==> src/gp_sequencer_pkg.sv <==
package gp_sequencer_pkg;

  localparam int ADDR_W = 12;
  localparam int DATA_W = 32;
  localparam int POS_W  = 13;
  localparam int FIELD_W = 4;
  localparam int NUM_TOG = 4;

  // printed offsets are register indices; byte address is four times
  localparam int IDX_TRIGGER   = 32'h50;
  localparam int IDX_COUNT_CFG = 32'h51;
  localparam int IDX_OUT_CFG   = 32'h52;
  localparam int IDX_TOG_BASE  = 32'h54;
  localparam int IDX_STATUS    = 32'h58;

  localparam logic [ADDR_W-1:0] ADDR_TRIGGER   = ADDR_W'(IDX_TRIGGER * 4);
  localparam logic [ADDR_W-1:0] ADDR_COUNT_CFG = ADDR_W'(IDX_COUNT_CFG * 4);
  localparam logic [ADDR_W-1:0] ADDR_OUT_CFG   = ADDR_W'(IDX_OUT_CFG * 4);
  localparam logic [ADDR_W-1:0] ADDR_TOG_BASE  = ADDR_W'(IDX_TOG_BASE * 4);
  localparam logic [ADDR_W-1:0] ADDR_STATUS    = ADDR_W'(IDX_STATUS * 4);

  // output configuration field positions
  localparam int PROTO_LSB   = 0;
  localparam int POL_LSB     = 4;
  localparam int OE_LSB      = 6;
  localparam int LUT_SEL_LSB = 8;
  localparam int LUT_LSB     = 10;

  localparam logic [2:0] ACT_IDLE       = 3'h0;
  localparam logic [2:0] ACT_ONCE       = 3'h1;
  localparam logic [2:0] ACT_REPEAT     = 3'h2;
  localparam logic [2:0] ACT_DELAYED    = 3'h3;
  localparam logic [2:0] ACT_FORCE_IDLE = 3'h7;

  localparam logic [1:0] PROTO_IDLE   = 2'h0;
  localparam logic [1:0] PROTO_MANUAL = 2'h1;
  localparam logic [1:0] PROTO_LINKED = 2'h2;
  localparam logic [1:0] PROTO_REPEAT = 2'h3;

  localparam logic [3:0] LUT_RESET   = 4'h0;
  localparam logic [3:0] COUNT_FIRST = 4'h1;

  typedef struct packed {
    logic [FIELD_W-1:0] field;
    logic [POS_W-1:0]   line;
    logic [POS_W-1:0]   pixel;
  } toggle_type;

  typedef struct packed {
    logic [FIELD_W-1:0] count;
    logic               running;
    logic               first_pass;
  } count_state_type;

  typedef enum logic [1:0] {CNT_IDLE, CNT_DELAY, CNT_RUN} counter_mode_type;

endpackage

==> src/field_counter.sv <==
`timescale 1ns/1ps
`default_nettype none
module field_counter
  import gp_sequencer_pkg::*;
(
  input  wire logic               i_clk,
  input  wire logic               i_nrst,
  input  wire logic               i_vsync,
  input  wire logic [2:0]         i_action,
  input  wire logic [FIELD_W-1:0] i_max,
  input  wire logic [FIELD_W-1:0] i_delay,
  output var  count_state_type    o_state
);

  typedef struct packed {
    counter_mode_type   mode;
    logic               repeating;
    logic               first_pass;
    logic [FIELD_W-1:0] count;
    logic [FIELD_W-1:0] delay_left;
  } cnt_reg_type;

  cnt_reg_type s;
  cnt_reg_type next_s;

  always_comb begin
    next_s = s;
    if (i_vsync) begin
      if (i_action == ACT_FORCE_IDLE) begin
        next_s.mode = CNT_IDLE;
      end else if (i_action == ACT_ONCE || i_action == ACT_REPEAT) begin
        next_s.mode       = CNT_RUN;
        next_s.count      = COUNT_FIRST;
        next_s.first_pass = 1'b1;
        next_s.repeating  = (i_action == ACT_REPEAT);
      end else if (i_action == ACT_DELAYED) begin
        next_s.repeating  = 1'b0;
        next_s.first_pass = 1'b1;
        next_s.count      = COUNT_FIRST;
        next_s.delay_left = i_delay;
        next_s.mode = (i_delay == '0) ? CNT_RUN : CNT_DELAY;
      end else begin
        // idle and test codes leave a running sequence alone
        unique case (s.mode)
          CNT_RUN: begin
            if (s.count >= i_max) begin
              if (s.repeating) begin
                next_s.count      = COUNT_FIRST;
                next_s.first_pass = 1'b0;
              end else begin
                next_s.mode = CNT_IDLE;
              end
            end else begin
              next_s.count = s.count + 1'b1;
            end
          end
          CNT_DELAY: begin
            if (s.delay_left <= 4'h1) begin
              next_s.mode = CNT_RUN;
            end else begin
              next_s.delay_left = s.delay_left - 1'b1;
            end
          end
          CNT_IDLE: begin
          end
        endcase
      end
    end
  end

  always_ff @(posedge i_clk or negedge i_nrst) begin
    if (!i_nrst) begin
      s <= '{mode: CNT_IDLE, default: '0};
    end else begin
      s <= next_s;
    end
  end

  assign o_state = '{count: s.count, running: (s.mode == CNT_RUN),
                     first_pass: s.first_pass};

endmodule
`default_nettype wire

==> src/gp_channel.sv <==
`timescale 1ns/1ps
`default_nettype none
module gp_channel
  import gp_sequencer_pkg::*;
(
  input  wire logic             i_clk,
  input  wire logic             i_nrst,
  input  wire logic             i_vsync,
  input  wire logic [POS_W-1:0] i_line,
  input  wire logic [POS_W-1:0] i_pixel,
  input  wire logic [1:0]       i_proto,
  input  wire logic             i_pol,
  input  wire toggle_type [1:0] i_tog,
  input  wire count_state_type  i_count,
  output logic                  o_level
);

  typedef struct packed {
    logic [1:0] active_proto;
    logic       level;
  } chan_reg_type;

  chan_reg_type s;
  chan_reg_type next_s;
  logic [1:0]   hit;

  always_comb begin
    next_s = s;
    hit    = '0;
    for (int t = 0; t < 2; t++) begin
      if (i_tog[t].line == i_line && i_tog[t].pixel == i_pixel) begin
        unique case (s.active_proto)
          PROTO_MANUAL: hit[t] = 1'b1;
          PROTO_LINKED: hit[t] = i_count.running &&
                                 i_count.first_pass &&
                                 i_count.count == i_tog[t].field;
          PROTO_REPEAT: hit[t] = i_count.running &&
                                 i_count.count == i_tog[t].field;
          PROTO_IDLE:   hit[t] = 1'b0;
        endcase
      end
    end
    if (i_vsync) begin
      // protocol written during a field only acts from the next one
      next_s.active_proto = i_proto;
      if (i_proto inside {PROTO_IDLE, PROTO_MANUAL} ||
          s.active_proto == PROTO_IDLE) begin
        next_s.level = i_pol;
      end
    end else begin
      next_s.level = s.level ^ hit[0] ^ hit[1];
    end
  end

  always_ff @(posedge i_clk or negedge i_nrst) begin
    if (!i_nrst) begin
      s <= '0;
    end else begin
      s <= next_s;
    end
  end

  assign o_level = s.level;

endmodule
`default_nettype wire

==> src/gp_output_sequencer.sv <==
`timescale 1ns/1ps
`default_nettype none
module gp_output_sequencer
  import gp_sequencer_pkg::*;
(
  input  wire logic              I_CLK,
  input  wire logic              I_NRST,
  input  wire logic              I_PSEL,
  input  wire logic              I_PENABLE,
  input  wire logic              I_PWRITE,
  input  wire logic [ADDR_W-1:0] I_PADDR,
  input  wire logic [DATA_W-1:0] I_PWDATA,
  output logic      [DATA_W-1:0] O_PRDATA,
  output logic                   O_PREADY,
  output logic                   O_PSLVERR,
  input  wire logic              I_VERTICAL_SYNC,
  input  wire logic [POS_W-1:0]  I_LINE,
  input  wire logic [POS_W-1:0]  I_PIXEL,
  output logic                   O_AUX_OUTPUT_ONE,
  output logic                   O_AUX_OUTPUT_TWO,
  output logic      [1:0]        O_AUX_OUTPUT_EN
);

  typedef struct packed {
    logic [2:0]                 trigger;
    logic [FIELD_W-1:0]         max_count;
    logic [FIELD_W-1:0]         delay;
    logic [1:0][1:0]            proto;
    logic [1:0]                 pol;
    logic [1:0]                 oe;
    logic [1:0]                 lut_sel;
    logic [3:0]                 lut;
    toggle_type [NUM_TOG-1:0]   tog;
    logic [DATA_W-1:0]          prdata;
    logic                       pready;
    logic                       pslverr;
    logic [1:0]                 out;
  } top_state_type;

  top_state_type     s;
  top_state_type     next_s;
  count_state_type   cnt;
  logic [1:0]        level;
  logic [DATA_W-1:0] rd;
  logic              hit;
  logic              wr;

  field_counter u_counter (
    .i_clk   (I_CLK),
    .i_nrst  (I_NRST),
    .i_vsync (I_VERTICAL_SYNC),
    .i_action(s.trigger),
    .i_max   (s.max_count),
    .i_delay (s.delay),
    .o_state (cnt)
  );

  // toggles 0,1 belong to output one and 2,3 to output two
  for (genvar g = 0; g < 2; g++) begin : gen_chan
    gp_channel u_chan (
      .i_clk  (I_CLK),
      .i_nrst (I_NRST),
      .i_vsync(I_VERTICAL_SYNC),
      .i_line (I_LINE),
      .i_pixel(I_PIXEL),
      .i_proto(s.proto[g]),
      .i_pol  (s.pol[g]),
      .i_tog  (s.tog[2*g+1 -: 2]),
      .i_count(cnt),
      .o_level(level[g])
    );
  end

  always_comb begin
    next_s = s;
    rd     = '0;
    hit    = 1'b1;
    wr     = I_PSEL && I_PENABLE && s.pready && I_PWRITE && !s.pslverr;

    unique case (I_PADDR)
      ADDR_TRIGGER:   rd = DATA_W'(s.trigger);
      ADDR_COUNT_CFG: rd = DATA_W'({s.delay, s.max_count});
      ADDR_OUT_CFG:   rd = DATA_W'({s.lut, s.lut_sel, s.oe, s.pol, s.proto});
      ADDR_STATUS:    rd = DATA_W'({s.out, cnt.first_pass, cnt.running,
                                    cnt.count});
      default: begin
        hit = 1'b0;
        for (int i = 0; i < NUM_TOG; i++) begin
          if (I_PADDR == ADDR_TOG_BASE + ADDR_W'(4 * i)) begin
            hit = 1'b1;
            rd  = DATA_W'(s.tog[i]);
          end
        end
      end
    endcase

    // answer is prepared in the setup cycle so the access needs no wait
    if (I_PSEL && !I_PENABLE) begin
      next_s.pready  = 1'b1;
      next_s.pslverr = !hit;
      next_s.prdata  = hit ? rd : '0;
    end else begin
      next_s.pready  = 1'b0;
      next_s.pslverr = 1'b0;
    end

    // trigger is consumed by the counter at this same edge
    if (I_VERTICAL_SYNC) begin
      next_s.trigger = ACT_IDLE;
    end

    // a write in the sync cycle wins over the self-clear
    if (wr) begin
      unique case (I_PADDR)
        ADDR_TRIGGER:   next_s.trigger = I_PWDATA[2:0];
        ADDR_COUNT_CFG: begin
          next_s.max_count = I_PWDATA[3:0];
          next_s.delay     = I_PWDATA[7:4];
        end
        ADDR_OUT_CFG: begin
          next_s.proto   = I_PWDATA[PROTO_LSB +: 4];
          next_s.pol     = I_PWDATA[POL_LSB +: 2];
          next_s.oe      = I_PWDATA[OE_LSB +: 2];
          next_s.lut_sel = I_PWDATA[LUT_SEL_LSB +: 2];
          next_s.lut     = I_PWDATA[LUT_LSB +: 4];
        end
        default: begin
          for (int i = 0; i < NUM_TOG; i++) begin
            if (I_PADDR == ADDR_TOG_BASE + ADDR_W'(4 * i)) begin
              next_s.tog[i] = I_PWDATA[$bits(toggle_type)-1:0];
            end
          end
        end
      endcase
    end

    for (int k = 0; k < 2; k++) begin
      next_s.out[k] = s.lut_sel[k] ? s.lut[{level[1], level[0]}]
                                   : level[k];
    end
  end

  always_ff @(posedge I_CLK or negedge I_NRST) begin
    if (!I_NRST) begin
      s <= '{trigger: ACT_IDLE, lut: LUT_RESET, default: '0};
    end else begin
      s <= next_s;
    end
  end

  assign O_PRDATA         = s.prdata;
  assign O_PREADY         = s.pready;
  assign O_PSLVERR        = s.pslverr;
  assign O_AUX_OUTPUT_ONE = s.out[0];
  assign O_AUX_OUTPUT_TWO = s.out[1];
  assign O_AUX_OUTPUT_EN  = s.oe;

endmodule
`default_nettype wire

==> config.mk <==
export PLATFORM = sky130hd
export DESIGN_NAME = gp_output_sequencer
export DESIGN_NICKNAME = d
export VERILOG_FILES = /design/src/gp_sequencer_pkg.sv /design/src/field_counter.sv /design/src/gp_channel.sv /design/src/gp_output_sequencer.sv
export SDC_FILE = /design/constraint.sdc
export NUM_CORES = 1
export LEC_CHECK = 0
export BUFFER_PORTS_ARGS = -buffer_cell sky130_fd_sc_hd__buf_2
export CAP_MARGIN = 30
export CORE_ASPECT_RATIO = 1.1
export CORE_MARGIN = 2
export CORE_UTILIZATION = 50
export CTS_CLUSTER_DIAMETER = 30
export DETAILED_ROUTE_END_ITERATION = 8
export MAX_ROUTING_LAYER = met4
export PLACE_DENSITY = 0.7
export SYNTH_ARGS = -nofsm -noshare
export SYNTH_HDL_FRONTEND = slang
export SYNTH_SLANG_ARGS = --single-unit
==> constraint.sdc <==
create_clock -name I_CLK -period 4.5 [get_ports I_CLK]
set_input_delay 0.45 -clock I_CLK [delete_from_list [all_inputs] [get_ports I_CLK]]
set_output_delay 0.45 -clock I_CLK [all_outputs]
set_load 0.005 [all_outputs]
Word level (Yosys, flattened, before mapping)
Index checks and enable logic that the tools add are counted.
{"block": "classes", "n_addsub": 2, "n_lt_le_gt_ge": 3, "n_eq_ne": 41, "mux": 54, "bitwise": 7, "n_reduce_logical": 50}
{"cell": "30-bit two-way mux", "n": 5}
{"cell": "145-bit two-way mux", "n": 1}
{"cell": "32-bit two-way mux", "n": 4}
{"cell": "32-bit case mux with 4 select lines", "n": 1}
{"cell": "120-bit two-way mux", "n": 1}
{"cell": "13-bit == test", "n": 8}
{"cell": "12-bit by 9-bit == test with 1-bit output (second input constant)", "n": 8}
{"cell": "1-bit logical AND", "n": 18}
{"cell": "1-bit two-way mux", "n": 18}
{"cell": "4-bit == test", "n": 4}
{"cell": "8-bit two-way mux", "n": 2}
{"cell": "1-bit case mux with 4 select lines", "n": 4}
{"cell": "3-bit AND reduction", "n": 5}
{"cell": "5-bit AND reduction", "n": 3}
{"cell": "14-bit two-way mux", "n": 1}
{"cell": "2-bit two-way mux", "n": 7}
{"cell": "4-bit two-way mux", "n": 3}
{"cell": "2-bit by 1-bit == test with 1-bit output (second input constant)", "n": 5}
{"cell": "2-bit == test (second input constant)", "n": 5}
{"cell": "5-bit two-way mux", "n": 2}
{"cell": "5-bit by 1-bit inequality test with 1-bit output (second input constant)", "n": 2}
{"cell": "9-bit two-way mux", "n": 1}
{"cell": "3-bit nonzero test", "n": 3}
{"cell": "2-bit logical NOT", "n": 4}
{"cell": "other kinds (25)", "n": 42}
{"block": "word_totals", "regBits": 199, "input_bits": 76, "output_inout_bits": 38, "wordCells": 191}

Longest topological paths before layout
Gate-level depths: netlist (run 1).
{"block": "logic_depth", "depth_word": 8, "mapped_depth": 10, "depth_no_buf": 9}

By module
Synthesis (run 1) repeated with hierarchy kept, for this count alone.
{"block": "hier_totals", "hier_cells": 905, "area_unflattened_um2": 10926.7}
{"mod": "gp_output_sequencer", "instances": 1, "cells_per_inst": 594, "area_each_um2": 8242.9, "seq_area_each_um2": 4479.3}
{"mod": "gp_channel", "instances": 2, "cells_per_inst": 101, "area_each_um2": 850.8, "seq_area_each_um2": 75.1}
{"mod": "field_counter", "instances": 1, "cells_per_inst": 109, "area_each_um2": 982.2, "seq_area_each_um2": 300.3}

Least setup slack after synthesis (run 1)
OpenSTA, ideal clock, no wires.
{"block": "synth_path", "path_type": "flip-flop to flip-flop", "startpoint": "register u_counter.s (netlist bit u_counter.o_state[2])", "endpoint": "register u_counter.s (netlist bit u_counter.o_state[5])", "setup_time_ns": 0.082, "arrival_time_ns": 2.232, "required_time_ns": 4.418, "path_slack_ns": 2.186, "stages_incl_launch_ff": 11, "path_buffers": 1, "period_less_slack_ns": 2.314, "cell_sequence": "dfrtp_1 -> clkbuf_1 -> inv_1 -> ha_1 -> nand2b_1 -> a21o_1 -> a21o_1 -> a21oi_1 -> and4_1 -> a41oi_1 -> a31oi_1"}
{"block": "synth_via", "elab_chain_cells": 5, "elab_cells_between_ends": 8, "cone_classes": "add/sub: 1; order compare: 1; eq/ne: 1; mux: 4; reduce/logical: 1"}
{"item": "start: declaration", "line_no": "field_counter.sv:23", "text": "cnt_reg_type s;"}
{"item": "start signal: assignment", "line_no": "field_counter.sv:75", "text": "s <= next_s;"}
{"item": "4-bit by 1-bit adder with 4-bit output / 4-bit greater-or-equal comparator (equally long branches)", "line_no": "field_counter.sv:54, field_counter.sv:46"}
{"item": "4-bit two-way mux", "line_no": "field_counter.sv:46", "text": "if (s.count >= i_max) begin"}
{"item": "5-bit two-way mux", "line_no": "field_counter.sv:44", "text": "unique case (s.mode)"}
{"item": "9-bit two-way mux", "line_no": "field_counter.sv:36", "text": "end else if (i_action == ACT_DELAYED) begin"}
{"item": "8-bit two-way mux", "line_no": "field_counter.sv:31", "text": "end else if (i_action == ACT_ONCE || i_action == ACT_REPEAT) begin"}
Several ways; a longest one is shown, not always the timed one. The select of a mux whose other input is x is not followed.
A chain may end at the register's enable or synchronous reset.

Worst setup path after layout (run 1)
Ends and elaborated chain as after synthesis.

==> impl_metrics.json, run 1 <==
{
  "period_needed_ns": 2.540,
  "hold_viol": 0,
  "min-delay-start": "I_PWDATA[21]",
  "grt_pass1_vias": 7063,
  "holdCritPathClass": "input port to register",
  "nets": 1015,
  "ir_drop_uv": 275.1,
  "rsz0062_at_grt": "false",
  "synthMuxAreaShare": 0.2305,
  "wire_per_inst_um": 21.60,
  "final_core_util": 0.5680,
  "worstSkewPairLatency_ns": 0.44,
  "finClkSkew_ns": 0.007606,
  "antenna_found_initial": 0,
  "area_growth_pct": 10.60,
  "finalSetupTns_ns": 0,
  "ys_ff_latch": 197,
  "synth-xor-area-share": 0.1021,
  "synthesis.area_sq_um": 10640,
  "grt_pass1_wl_mm": 41.43,
  "drv_cap": 0,
  "cp_top_family": "compound AO/OA/AOI/OAI gates",
  "gp_congestion": 0.8892,
  "die_y_um": 157.0,
  "port_buffers": 109,
  "grt-ovfl-total": 0,
  "synthArstFlopShare": 1.000,
  "fin_ws_ns": 1.960,
  "setup_violations": 0,
  "reg2reg_from": "u_counter.o_state[2]$_DFFE_PN0P_",
  "power_mw": 3.920,
  "viasPerCell": 5.737,
  "ant_nets": 0,
  "io_pins": 114,
  "synth_compound_area_frac": 0.06304,
  "multi_input_area_sq_um": 5096,
  "ys_seq_area_frac": 0.4634,
  "yosysUniqueCellTypes": 54,
  "postCtsSetupRepairBufs": 0,
  "crit_type": "register to register",
  "synth_top_family_by_area": "multiplexers",
  "num_rows": 55,
  "path_buf_inv": 1,
  "syn_inst": 891,
  "cp_max_fo": 10,
  "period_share": 0.5644,
  "cts_tree": "built",
  "max_freq_mhz": 393.7,
  "seq_power_share": 0.475,
  "slowest_stage": "dfrtp_1",
  "worst_pin_slew_ns": 1.017,
  "start_util": 0.5136,
  "cts_root_buf": "clkbuf_16",
  "synth_edf_count": 0,
  "startpoint_type": "register",
  "antenna_cells": 0,
  "die_w_um": 143.1,
  "grt_usage": 0.2545,
  "status": "complete, no violations",
  "combinationalPowerShare": 0.108,
  "pwr-share-clk": 0.417,
  "slew_viol_final": 0,
  "cts-buffers-inserted": 17,
  "worst_hold_path.endpoint": "s[147]$_DFFE_PN0P_",
  "first_pass_iters": 5,
  "avgSynthCellArea_sq_um": 11.94,
  "area.sequential_sq_um": 4930,
  "min_path_cells": 2,
  "p_leak_nw": 5.347,
  "nFillCells": 1731,
  "synth_ff_type": "dfrtp_1",
  "p_per_area_nw_per_um2": 333.2,
  "drtIter0Drc": 450,
  "end_kind": "register",
  "cts.path.max_buffers": 2,
  "post-place-ws_ns": 1.557,
  "die_area_sq_um": 22460,
  "sw_frac_of_total": 0.2554,
  "num_vias": 7033,
  "hpwl_mm": 18.89,
  "grt_max_degree": 124,
  "slew-limit-headroom": 0.3219,
  "timing.rr.end": "u_counter.o_state[5]$_DFFE_PN0P_",
  "required_ns": 4.85,
  "drt_wl_total_mm": 26.49,
  "reg2reg_depth": 9,
  "synth-simple-area-share": 0.07092,
  "clkTransAtPathRegs_ns": 0.07,
  "crit_top_cell": "a21o_1",
  "switchingPower_mw": 1.001,
  "p_int_mw": 2.919,
  "drive_above_1_share": 0.3592,
  "crit_chain": "inv_1 -> ha_1 -> nand2b_1 -> a21o_1 -> a21o_1 -> a21oi_1 -> and4_1 -> a41oi_1 -> a31oi_1",
  "synthAdderAreaFrac": 0.01153,
  "h-tree-depth": 4,
  "clock_sinks": 197,
  "ys_warn_count": 0,
  "drc": 0,
  "crit_arrival_ns": 2.89,
  "cpPeakStageDelay_ns": 0.62,
  "coreArea_sq_um": 20710,
  "rrSetupSlack_ns": 1.96
}
## cell usage after synthesis, types with 3 or more instances
library cell / n / share of area
a21oi_1: 11 / 0.0052
nor2b_1: 3 / 0.0018
nand3_1: 14 / 0.0066
nor4_1: 4 / 0.0024
and3_1: 5 / 0.0029
inv_1: 13 / 0.0046
dfrtp_1: 197 / 0.46
mux2_4: 10 / 0.014
a31oi_1: 3 / 0.0018
xnor2_1: 122 / 0.10
ha_1: 9 / 0.011
o22ai_1: 4 / 0.0024
buf_4: 35 / 0.025
a222oi_1: 5 / 0.0047
mux2_2: 138 / 0.15
o2111ai_1: 4 / 0.0033
clkbuf_1: 47 / 0.017
nand2_1: 59 / 0.021
nand2b_1: 4 / 0.0024
a22oi_1: 9 / 0.0064
o21a_1: 3 / 0.0021
mux2i_1: 5 / 0.0047
buf_2: 19 / 0.0089
nand4_1: 27 / 0.016
nor2_1: 16 / 0.0056
mux4_2: 31 / 0.066
o21ai_0: 53 / 0.025
nor3_1: 6 / 0.0028
a22o_1: 6 / 0.0049
## routing by layer
layer / up-vias / GRT usage / part of all wire
met5: - / - / 0
met4: 0 / 0.06082 / 0.013
met3: 25 / 0.05720 / 0.059
met2: 189 / 0.3935 / 0.47
met1: 3619 / 0.3447 / 0.45
li1: 3200 / - / -
## cell usage in the layout (no fill, tap or decap), types with 3 or more instances in the layout
master      instances
dfrtp_1           197
mux2_2            138
xnor2_1           122
buf_2             108
nand2_1            59
o21ai_0            53
mux4_2             31
nand4_1            27
clkbuf_16          17
nor2_1             16
nand3_1            14
inv_1              13
a21oi_1            11
mux2_4             10
buf_4              10
a22oi_1             9
ha_1                9
a22o_1              6
nor3_1              6
and3_1              5
a222oi_1            5
mux2i_1             5
clkinvlp_4          5
o22ai_1             4
o2111ai_1           4
nor4_1              4
bufinv_16           4
nor2b_1             3
nand2b_1            3
o21a_1              3
a31oi_1             3
## how the worst max path moves through the flow
stage | slack (ns) | cells after the start | end | startpoint
final | 1.96 | 9 | u_counter.o_state[5]$_DFFE_PN0P_ | u_counter.o_state[2]$_DFFE_PN0P_
after global routing | 1.75 | 9 | u_counter.o_state[5]$_DFFE_PN0P_ | u_counter.o_state[2]$_DFFE_PN0P_
after CTS | 1.96 | 9 | u_counter.o_state[5]$_DFFE_PN0P_ | u_counter.o_state[2]$_DFFE_PN0P_
after detailed placement | 1.56 | 6 | s[156]$_DFFE_PN0P_ | I_PADDR[3]
after global placement | 1.56 | 6 | s[156]$_DFFE_PN0P_ | I_PADDR[3]
after floorplan | 2.19 | 10 | u_counter.o_state[5]$_DFFE_PN0P_ | u_counter.o_state[2]$_DFFE_PN0P_
## repair_timing
action / in CTS / in global routing
setup endpoints to repair: 0 / 0
gates resized for setup: 0 / 0
hold buffers: 0 / 1
endpoints found under the hold margin: 0 / 5
## power by group through the flow
stage | sequential [mW] | clock (mW) | combinational [mW]
after floorplan | 1.84 | 0 | 0.309
after global placement | 1.89 | 0 | 0.408
after detailed placement | 1.90 | 0 | 0.418
after CTS | 1.86 | 1.64 | 0.422
after global routing | 1.86 | 1.72 | 0.467
final | 1.86 | 1.63 | 0.423
## metrics by stage
stage | hold WS, ns | std cells | cell area, sq um
after global placement | 0.4575 | 1193 | 11080
final | 0.2844 | 1226 | 11770
after floorplan | 0.1544 | 892 | 10640
after global routing | 0.2906 | 1226 | 11770
after detailed placement | 0.4648 | 1194 | 11110
after CTS | 0.2237 | 1224 | 11730
## sequential cells by signal (all words and copies together), names as in the netlist
register,flops
s,143
u_counter.o_state,5
O_PSLVERR,1
gen_chan.u_chan.s,4
gen_chan.u_chan.o_level,2
u_counter.s,7
O_AUX_OUTPUT_ONE,1
O_AUX_OUTPUT_EN,2
O_AUX_OUTPUT_TWO,1
O_PRDATA,30
O_PREADY,1
## final cells by class
class	count	share of cell area
clock buffers	18	0.03733
well taps	285	0.03031
inverters	13	0.004148
repair buffers	123	0.06073
flip-flops and latches	197	0.4190
clock inverters	12	0.01531
multi-input cells	578	0.4332
## cell families after synthesis
kind of cell | after synthesis
AO/OA/AOI/OAI | 108
XOR/XNOR | 124
adder cells (fa/ha/maj) | 10
buffers and inverters | 117
flip-flops | 197
multiplexers | 184
other | 1
AND/OR/NAND/NOR | 150
No activity file was read; power rests on OpenSTA's default activity.
==> run 2: changes to the inputs <==
- ABC_AREA: unset -> 1
- PLACE_DENSITY: 0.7 -> 0.69
- clock period: 4.5 -> 2.6 ns (I/O delays scaled with it)
==> run 2 against run 1 <==
Against the previous run:
- fmax rose by 11%
- hold slack got worse by 0.17 ns
- area after synthesis rose by 12%
- largest power group unchanged
- highest routed layer unchanged
==> impl_metrics.json, run 2 <==
{
  "status": "complete, no violations",
  "cts_tree": "built",
  "cpPeakStageDelay_ns": 0.41,
  "period_needed_ns": 2.282,
  "rrSetupSlack_ns": 0.32,
  "synth_top_area_frac": 0.4142,
  "grt_pass1_vias": 10720,
  "ys_seq_area_frac": 0.4142,
  "holdCritPathClass": "input port to register",
  "cp-endpoint": "gen_chan[1].u_chan.o_level$_DFFE_PN0P_",
  "met1_length_mm": 17.35,
  "end_kind": "register",
  "clock_sinks": 197,
  "path_depth": 12,
  "num_vias": 11380,
  "cts-buffers-inserted": 17,
  "worst_pin_slew_ns": 0.6470,
  "top_register": "s",
  "rsz0062_at_grt": "false",
  "cp_max_fo": 4,
  "slew_viol_final": 0,
  "power_mw": 6.258,
  "cts.path.max_buffers": 2,
  "gp_congestion": 0.9980,
  "final_common_cell": "nand2_1",
  "finalSetupTns_ns": 0,
  "cp-startpoint": "u_counter.s[10]$_DFFE_PN0P_",
  "dp.cells": 2067,
  "cts_hold_buf": 1,
  "nets": 1867,
  "ys_warn_count": 0,
  "antenna_found_initial": 1,
  "largest_register_ffs": 143,
  "place_area_sq_um": 12560,
  "area_growth_pct": 10.52,
  "port_buffers": 109,
  "timing.rr.end": "gen_chan[1].u_chan.o_level$_DFFE_PN0P_",
  "reg2reg_from": "u_counter.s[10]$_DFFE_PN0P_",
  "num_rows": 59,
  "finClkSkew_ns": 0.01260,
  "synthArstFlopShare": 1.000,
  "top_layer": "met4",
  "final_cell_mix": "nand2_1, inv_1, dfrtp_1",
  "drt_wl_total_mm": 40.83,
  "ys_ff_latch": 197,
  "postCtsSetupRepairBufs": 0,
  "synth_commonest_cells": "nand2_1, inv_1, dfrtp_1",
  "final_cells": 2100,
  "cp_top_family": "simple AND/OR/NAND/NOR gates",
  "worstSkewPairLatency_ns": 0.45,
  "fin_area_sq_um": 13160,
  "ir_drop_uv": 373.2,
  "reg2reg_depth": 12,
  "crit_type": "register to register",
  "required_ns": 2.98,
  "io_pins": 114,
  "synth_top_cell_by_area": "dfrtp_1",
  "slew-limit-headroom": 0.5655,
  "p_per_area_nw_per_um2": 475.7,
  "yosysMostFrequentCell": "nand2_1",
  "cts_root_buf": "clkbuf_16",
  "drc": 0,
  "grt_usage": 0.3435,
  "drv_cap": 0,
  "ant_nets": 0,
  "route.met3.wl_mm": 3.040,
  "coreArea_sq_um": 23550,
  "hpwl_mm": 31.47,
  "p_leak_nw": 6.600,
  "wl_met2_mm": 18.79,
  "viasPerCell": 5.419,
  "path_buf_inv": 2,
  "max_freq_mhz": 438.3,
  "setup_violations": 0,
  "clkTransAtPathRegs_ns": 0.08,
  "yosysUniqueCellTypes": 46,
  "crit_chain": "inv_1 -> ha_1 -> inv_1 -> a21oi_1 -> nand3_1 -> nand2_1 -> nand3_1 -> nand2_1 -> nand3_1 -> nand3_1 -> nand2_1 -> nand2_1",
  "synth_ff_type": "dfrtp_1",
  "die_y_um": 165.8,
  "startpoint_type": "register",
  "cts_resized": 0,
  "grt-ovfl-total": 0,
  "syn_inst": 1723,
  "grt_pass1_wl_mm": 62.04,
  "drive_above_1_share": 0.1070,
  "die_w_um": 151.1,
  "grt_max_degree": 64,
  "crit_arrival_ns": 2.66,
  "avgSynthCellArea_sq_um": 6.908,
  "hold_viol": 0,
  "h-tree-depth": 4,
  "start_util": 0.5054,
  "synthesis.area_sq_um": 11900,
  "first_pass_iters": 6,
  "slowest_stage": "dfrtp_1",
  "drtIter0Drc": 1169,
  "wire_per_inst_um": 19.44,
  "die_area_sq_um": 25060,
  "synth_edf_count": 0,
  "period_share": 0.8775,
  "synth_area_leaders": "dfrtp_1, nand2_1, o21ai_0, inv_1, nor2_1"
}
[run 2: changes by cell type in the layout (fill, tap and decap cells not counted), moves of 14 or more]
| cell | before | now |
|---|---|---|
| inv_1 | 13 | 223 |
| a21oi_1 | 11 | 25 |
| nor2_1 | 16 | 124 |
| mux2_2 | 138 | 0 |
| mux4_2 | 31 | 0 |
| xnor2_1 | 122 | 36 |
| o211ai_1 | 1 | 18 |
| nand3_1 | 14 | 78 |
| nand2_1 | 59 | 611 |
| o21ai_0 | 53 | 190 |
[run 2: cell type report]
class                      count  area, sq um
timing repair buffer         134        807.0
multi-input combinational   1201         5582
antenna                        1        2.502
clock buffer                  18        439.2
fill                        2352        10390
sequential                   197         4930
clock inverter                13        145.1
tap                          305        381.6
inverter                     231        868.3
[run 2: worst min path at each step]
stage,startpoint,to,slack (ns),cells past startpoint
after detailed placement,I_NRST,u_counter.s[1]$_DFFE_PN0P_,0.27,1
after floorplan,I_NRST,O_AUX_OUTPUT_EN[0]$_DFFE_PN0P_,-0.04,0
after global placement,I_NRST,u_counter.s[0]$_DFFE_PN0P_,0.27,1
final,I_PWDATA[19],s[115]$_DFFE_PN0P_,0.12,3
after CTS,I_PWDATA[19],s[145]$_DFFE_PN0P_,0.10,3
after global routing,I_PWDATA[19],s[115]$_DFFE_PN0P_,0.13,3
[run 2: report_power, final]
part | total, mW | switching (mW) | leakage, nW | internal, mW
clock network | 2.71 | 1.33 | 0.279 | 1.38
logic | 0.467 | 0.332 | 3.61 | 0.135
registers | 3.08 | 0.00929 | 2.71 | 3.07
total | 6.26 | 1.67 | 6.60 | 4.59
[run 2: worst reg2reg max path, delay by kind of cell (launching register included)]
family,cells,cell delay (ns)
buffers and inverters,2,0.19
DFF,1,0.41
adders and majority gates,1,0.22
AOI/OAI and AO/OA,1,0.33
and+or+nand+nor,8,1.07
[run 2: cells by family after synthesis]
kind of cell             count (synthesis)  share of synthesized area
AO/OA/AOI/OAI                          278                     0.1286
XOR/XNOR                                49                    0.03606
adder cells (fa/ha/maj)                  9                   0.009461
buffers and inverters                  326                     0.1178
flip-flops                             197                     0.4142
multiplexers                             1                  0.0008410
other                                    1                  0.0003151
AND/OR/NAND/NOR                        862                     0.2928
[run 2: metrics by stage]
step / utilization / setup WS, ns / hold slack [ns]
2_1_floorplan: - / 0.8059 / -0.03559
3_3_place_gp: 0.5333 / 0.2019 / 0.2684
3_5_place_dp: 0.5333 / 0.1911 / 0.2680
4_1_cts: 0.5585 / 0.3336 / 0.1047
5_1_grt: 0.5586 / 0.2046 / 0.1291
6_report: 0.5586 / 0.3184 / 0.1176
[run 2: layer usage]
layer,vias to the layer above,GRT usage
li1,5494,-
met1,5307,0.4500
met2,491,0.5255
met3,88,0.06923
met4,0,0.1329
met5,-,-
==> run 3: changes to the inputs <==
- ABC_AREA: 1 -> unset
- SYNTH_HIERARCHICAL: unset -> 1
==> run 3 against run 2 <==
Against the previous run:
- cell area is 6.8% lower
- synthesized cell count down 47%
- critical path type unchanged
- clock power is 4% lower
- routed wire length is 30% lower
- sequential cell count unchanged
- setup slack better by 0.060 ns
- critical endpoint is now gen_chan[0].u_chan/o_level$_DFFE_PN0P_
- largest power group unchanged
==> impl_metrics.json, run 3 <==
{
  "status": "complete, no violations",
  "synth_commonest_cells": "dfrtp_1, mux2_2, xnor2_1",
  "p_leak_nw": 5.874,
  "wire_per_inst_um": 22.32,
  "period_share": 0.8544,
  "drtIter0Drc": 493,
  "max_freq_mhz": 450.2,
  "multi_input_area_sq_um": 5428,
  "synthesis.area_sq_um": 10930,
  "rsz0062_at_grt": "false",
  "synth-xor-area-share": 0.09619,
  "nFillCells": 1830,
  "port_buffers": 109,
  "grt-ovfl-total": 0,
  "final_common_cell": "dfrtp_1",
  "cts_tree": "built",
  "synth_compound_area_frac": 0.1013,
  "drt_wl_total_mm": 28.75,
  "worst_pin_slew_ns": 0.6082,
  "grt_pass1_vias": 7845,
  "finalSetupTns_ns": 0,
  "synth_top_area_frac": 0.4512,
  "grt_usage": 0.2613,
  "synthMuxAreaShare": 0.2082,
  "h-tree-depth": 4,
  "worstSkewPairLatency_ns": 0.44,
  "io_pins": 114,
  "top_register": "s",
  "hold_viol": 0,
  "synthAdderAreaFrac": 0.008932,
  "slew-limit-headroom": 0.5945,
  "viasPerCell": 5.945,
  "hpwl_mm": 20.76,
  "holdCritPathClass": "input port to register",
  "required_ns": 2.92,
  "yosysUniqueCellTypes": 73,
  "startpoint_type": "register",
  "ys_seq_area_frac": 0.4512,
  "crit_type": "register to register",
  "synth_edf_count": 0,
  "synth_area_leaders": "dfrtp_1, mux2_2, xnor2_1, xor2_1, mux2_1",
  "drive_above_1_share": 0.3350,
  "start_util": 0.5113,
  "end_kind": "register",
  "ant_nets": 0,
  "final_cell_mix": "dfrtp_1, mux2_2, buf_2",
  "first_pass_iters": 5,
  "syn_inst": 905,
  "cts_root_buf": "clkbuf_16",
  "ys_ff_latch": 197,
  "antenna_found_initial": 1,
  "cts-buffers-inserted": 17,
  "synth_top_family_by_area": "multiplexers",
  "largest_register_ffs": 143,
  "cts.path.max_buffers": 2,
  "synth-simple-area-share": 0.07890,
  "ir_drop_uv": 452.9,
  "clock_sinks": 197,
  "synth_top_cell_by_area": "dfrtp_1",
  "p_per_area_nw_per_um2": 500.4,
  "area_growth_pct": 12.16,
  "ys_warn_count": 6,
  "area.sequential_sq_um": 4930,
  "finClkSkew_ns": 0.01076,
  "synthArstFlopShare": 1.000,
  "rrSetupSlack_ns": 0.38,
  "clkTransAtPathRegs_ns": 0.07,
  "gp_congestion": 0.8924,
  "synth_ff_type": "dfrtp_1",
  "cp_max_fo": 3,
  "grt_max_degree": 72,
  "die_y_um": 159.0,
  "coreArea_sq_um": 21370,
  "die_w_um": 145.0,
  "final_core_util": 0.5735,
  "setup_violations": 0,
  "num_vias": 7657,
  "drc": 0,
  "grt_pass1_wl_mm": 45.17,
  "crit_arrival_ns": 2.54,
  "die_area_sq_um": 23050,
  "nets": 1067,
  "slew_viol_final": 0,
  "num_rows": 56,
  "avgSynthCellArea_sq_um": 12.07,
  "period_needed_ns": 2.221,
  "drv_cap": 0,
  "yosysMostFrequentCell": "dfrtp_1"
}
==> run 3: cell types whose count changed after synthesis, sizes merged, moves of 45 or more <==
cell,previous run,this run
inv,229,17
o21ai,202,24
mux2,0,160
nor2,128,26
xor2,13,58
nand3,81,11
nand2,619,33
==> run 3: power by group <==
group / switching [mW] / internal, mW / total [mW]
sequential: 0.0102 / 3.07 / 3.08
combinational: 0.297 / 0.155 / 0.452
clock: 1.25 / 1.35 / 2.60
total: 1.56 / 4.57 / 6.13
==> run 3: repair_timing <==
| action | CTS | global route |
|---|---|---|
| setup endpoints to repair | 0 | 0 |
| setup buffers | 0 | 0 |
| endpoints found under the hold margin | 68 | 0 |
| hold buffers | 1 | 0 |
| gates resized for setup | 0 | 0 |
==> run 3: worst max-delay path, stage by stage, from the launching register on <==
cell and delay [ns]:
dfrtp_1 0.42, xor2_1 0.16, or4_1 0.56, nor4_2 0.29, a31oi_1 0.15, or3b_1 0.39
o211a_1 0.13
==> run 3: area by class of cell <==
cell class	count	area share
Tap cell	290	0.02961
Clock inverter	15	0.01215
Clock buffer	17	0.03471
Timing Repair Buffer	139	0.07300
Multi-Input combinational cell	612	0.4429
Sequential cell	197	0.4022
Inverter	17	0.005207
Antenna cell	1	0.0002042
==> run 3: cells by family after synthesis <==
group,Yosys count
flops,197
xor+xnor,120
other cells,1
buf+inv,97
compound gates,147
fa+ha+maj,8
mux,186
simple gates,149
==> run 3: metal layers <==
metal  GRT usage  part of all wire
met1      0.3347              0.43
met2      0.4251              0.49
met3     0.04241             0.054
met4     0.08911             0.027
met5           -                 0
==> run 3: worst paths after layout <==
| kind | start | depth (start not counted) | end |
|---|---|---|---|
| max | s[55]$_DFFE_PN0P_ | 6 | gen_chan[0].u_chan/o_level$_DFFE_PN0P_ |
| min | I_PWDATA[18] | 2 | s[144]$_DFFE_PN0P_ |
| max reg2reg | s[55]$_DFFE_PN0P_ | 6 | gen_chan[0].u_chan/o_level$_DFFE_PN0P_ |
| min reg2reg | O_PRDATA[7]$_DFFE_PN0P_ | 2 | O_PRDATA[7]$_DFFE_PN0P_ |
| max in group asynchronous | I_NRST | 3 | s[142]$_DFFE_PN0P_ |
| min in group asynchronous | I_NRST | 2 | u_counter/s[2]$_DFFE_PN0P_ |
==> run 3: stage by stage <==
step	cells	hold slack [ns]	instance area, sq um	power [mW]	setup slack (ns)
2_1_floorplan	906	-0.03559	10930	3.318	0.5910
3_3_place_gp	1254	0.3282	11670	3.587	0.3011
3_5_place_dp	1254	0.3254	11670	3.591	0.2858
4_1_cts	1287	0.06562	12250	6.176	0.4085
5_1_grt	1288	0.08675	12260	6.327	0.2868
6_report	1288	0.07932	12260	6.133	0.3787
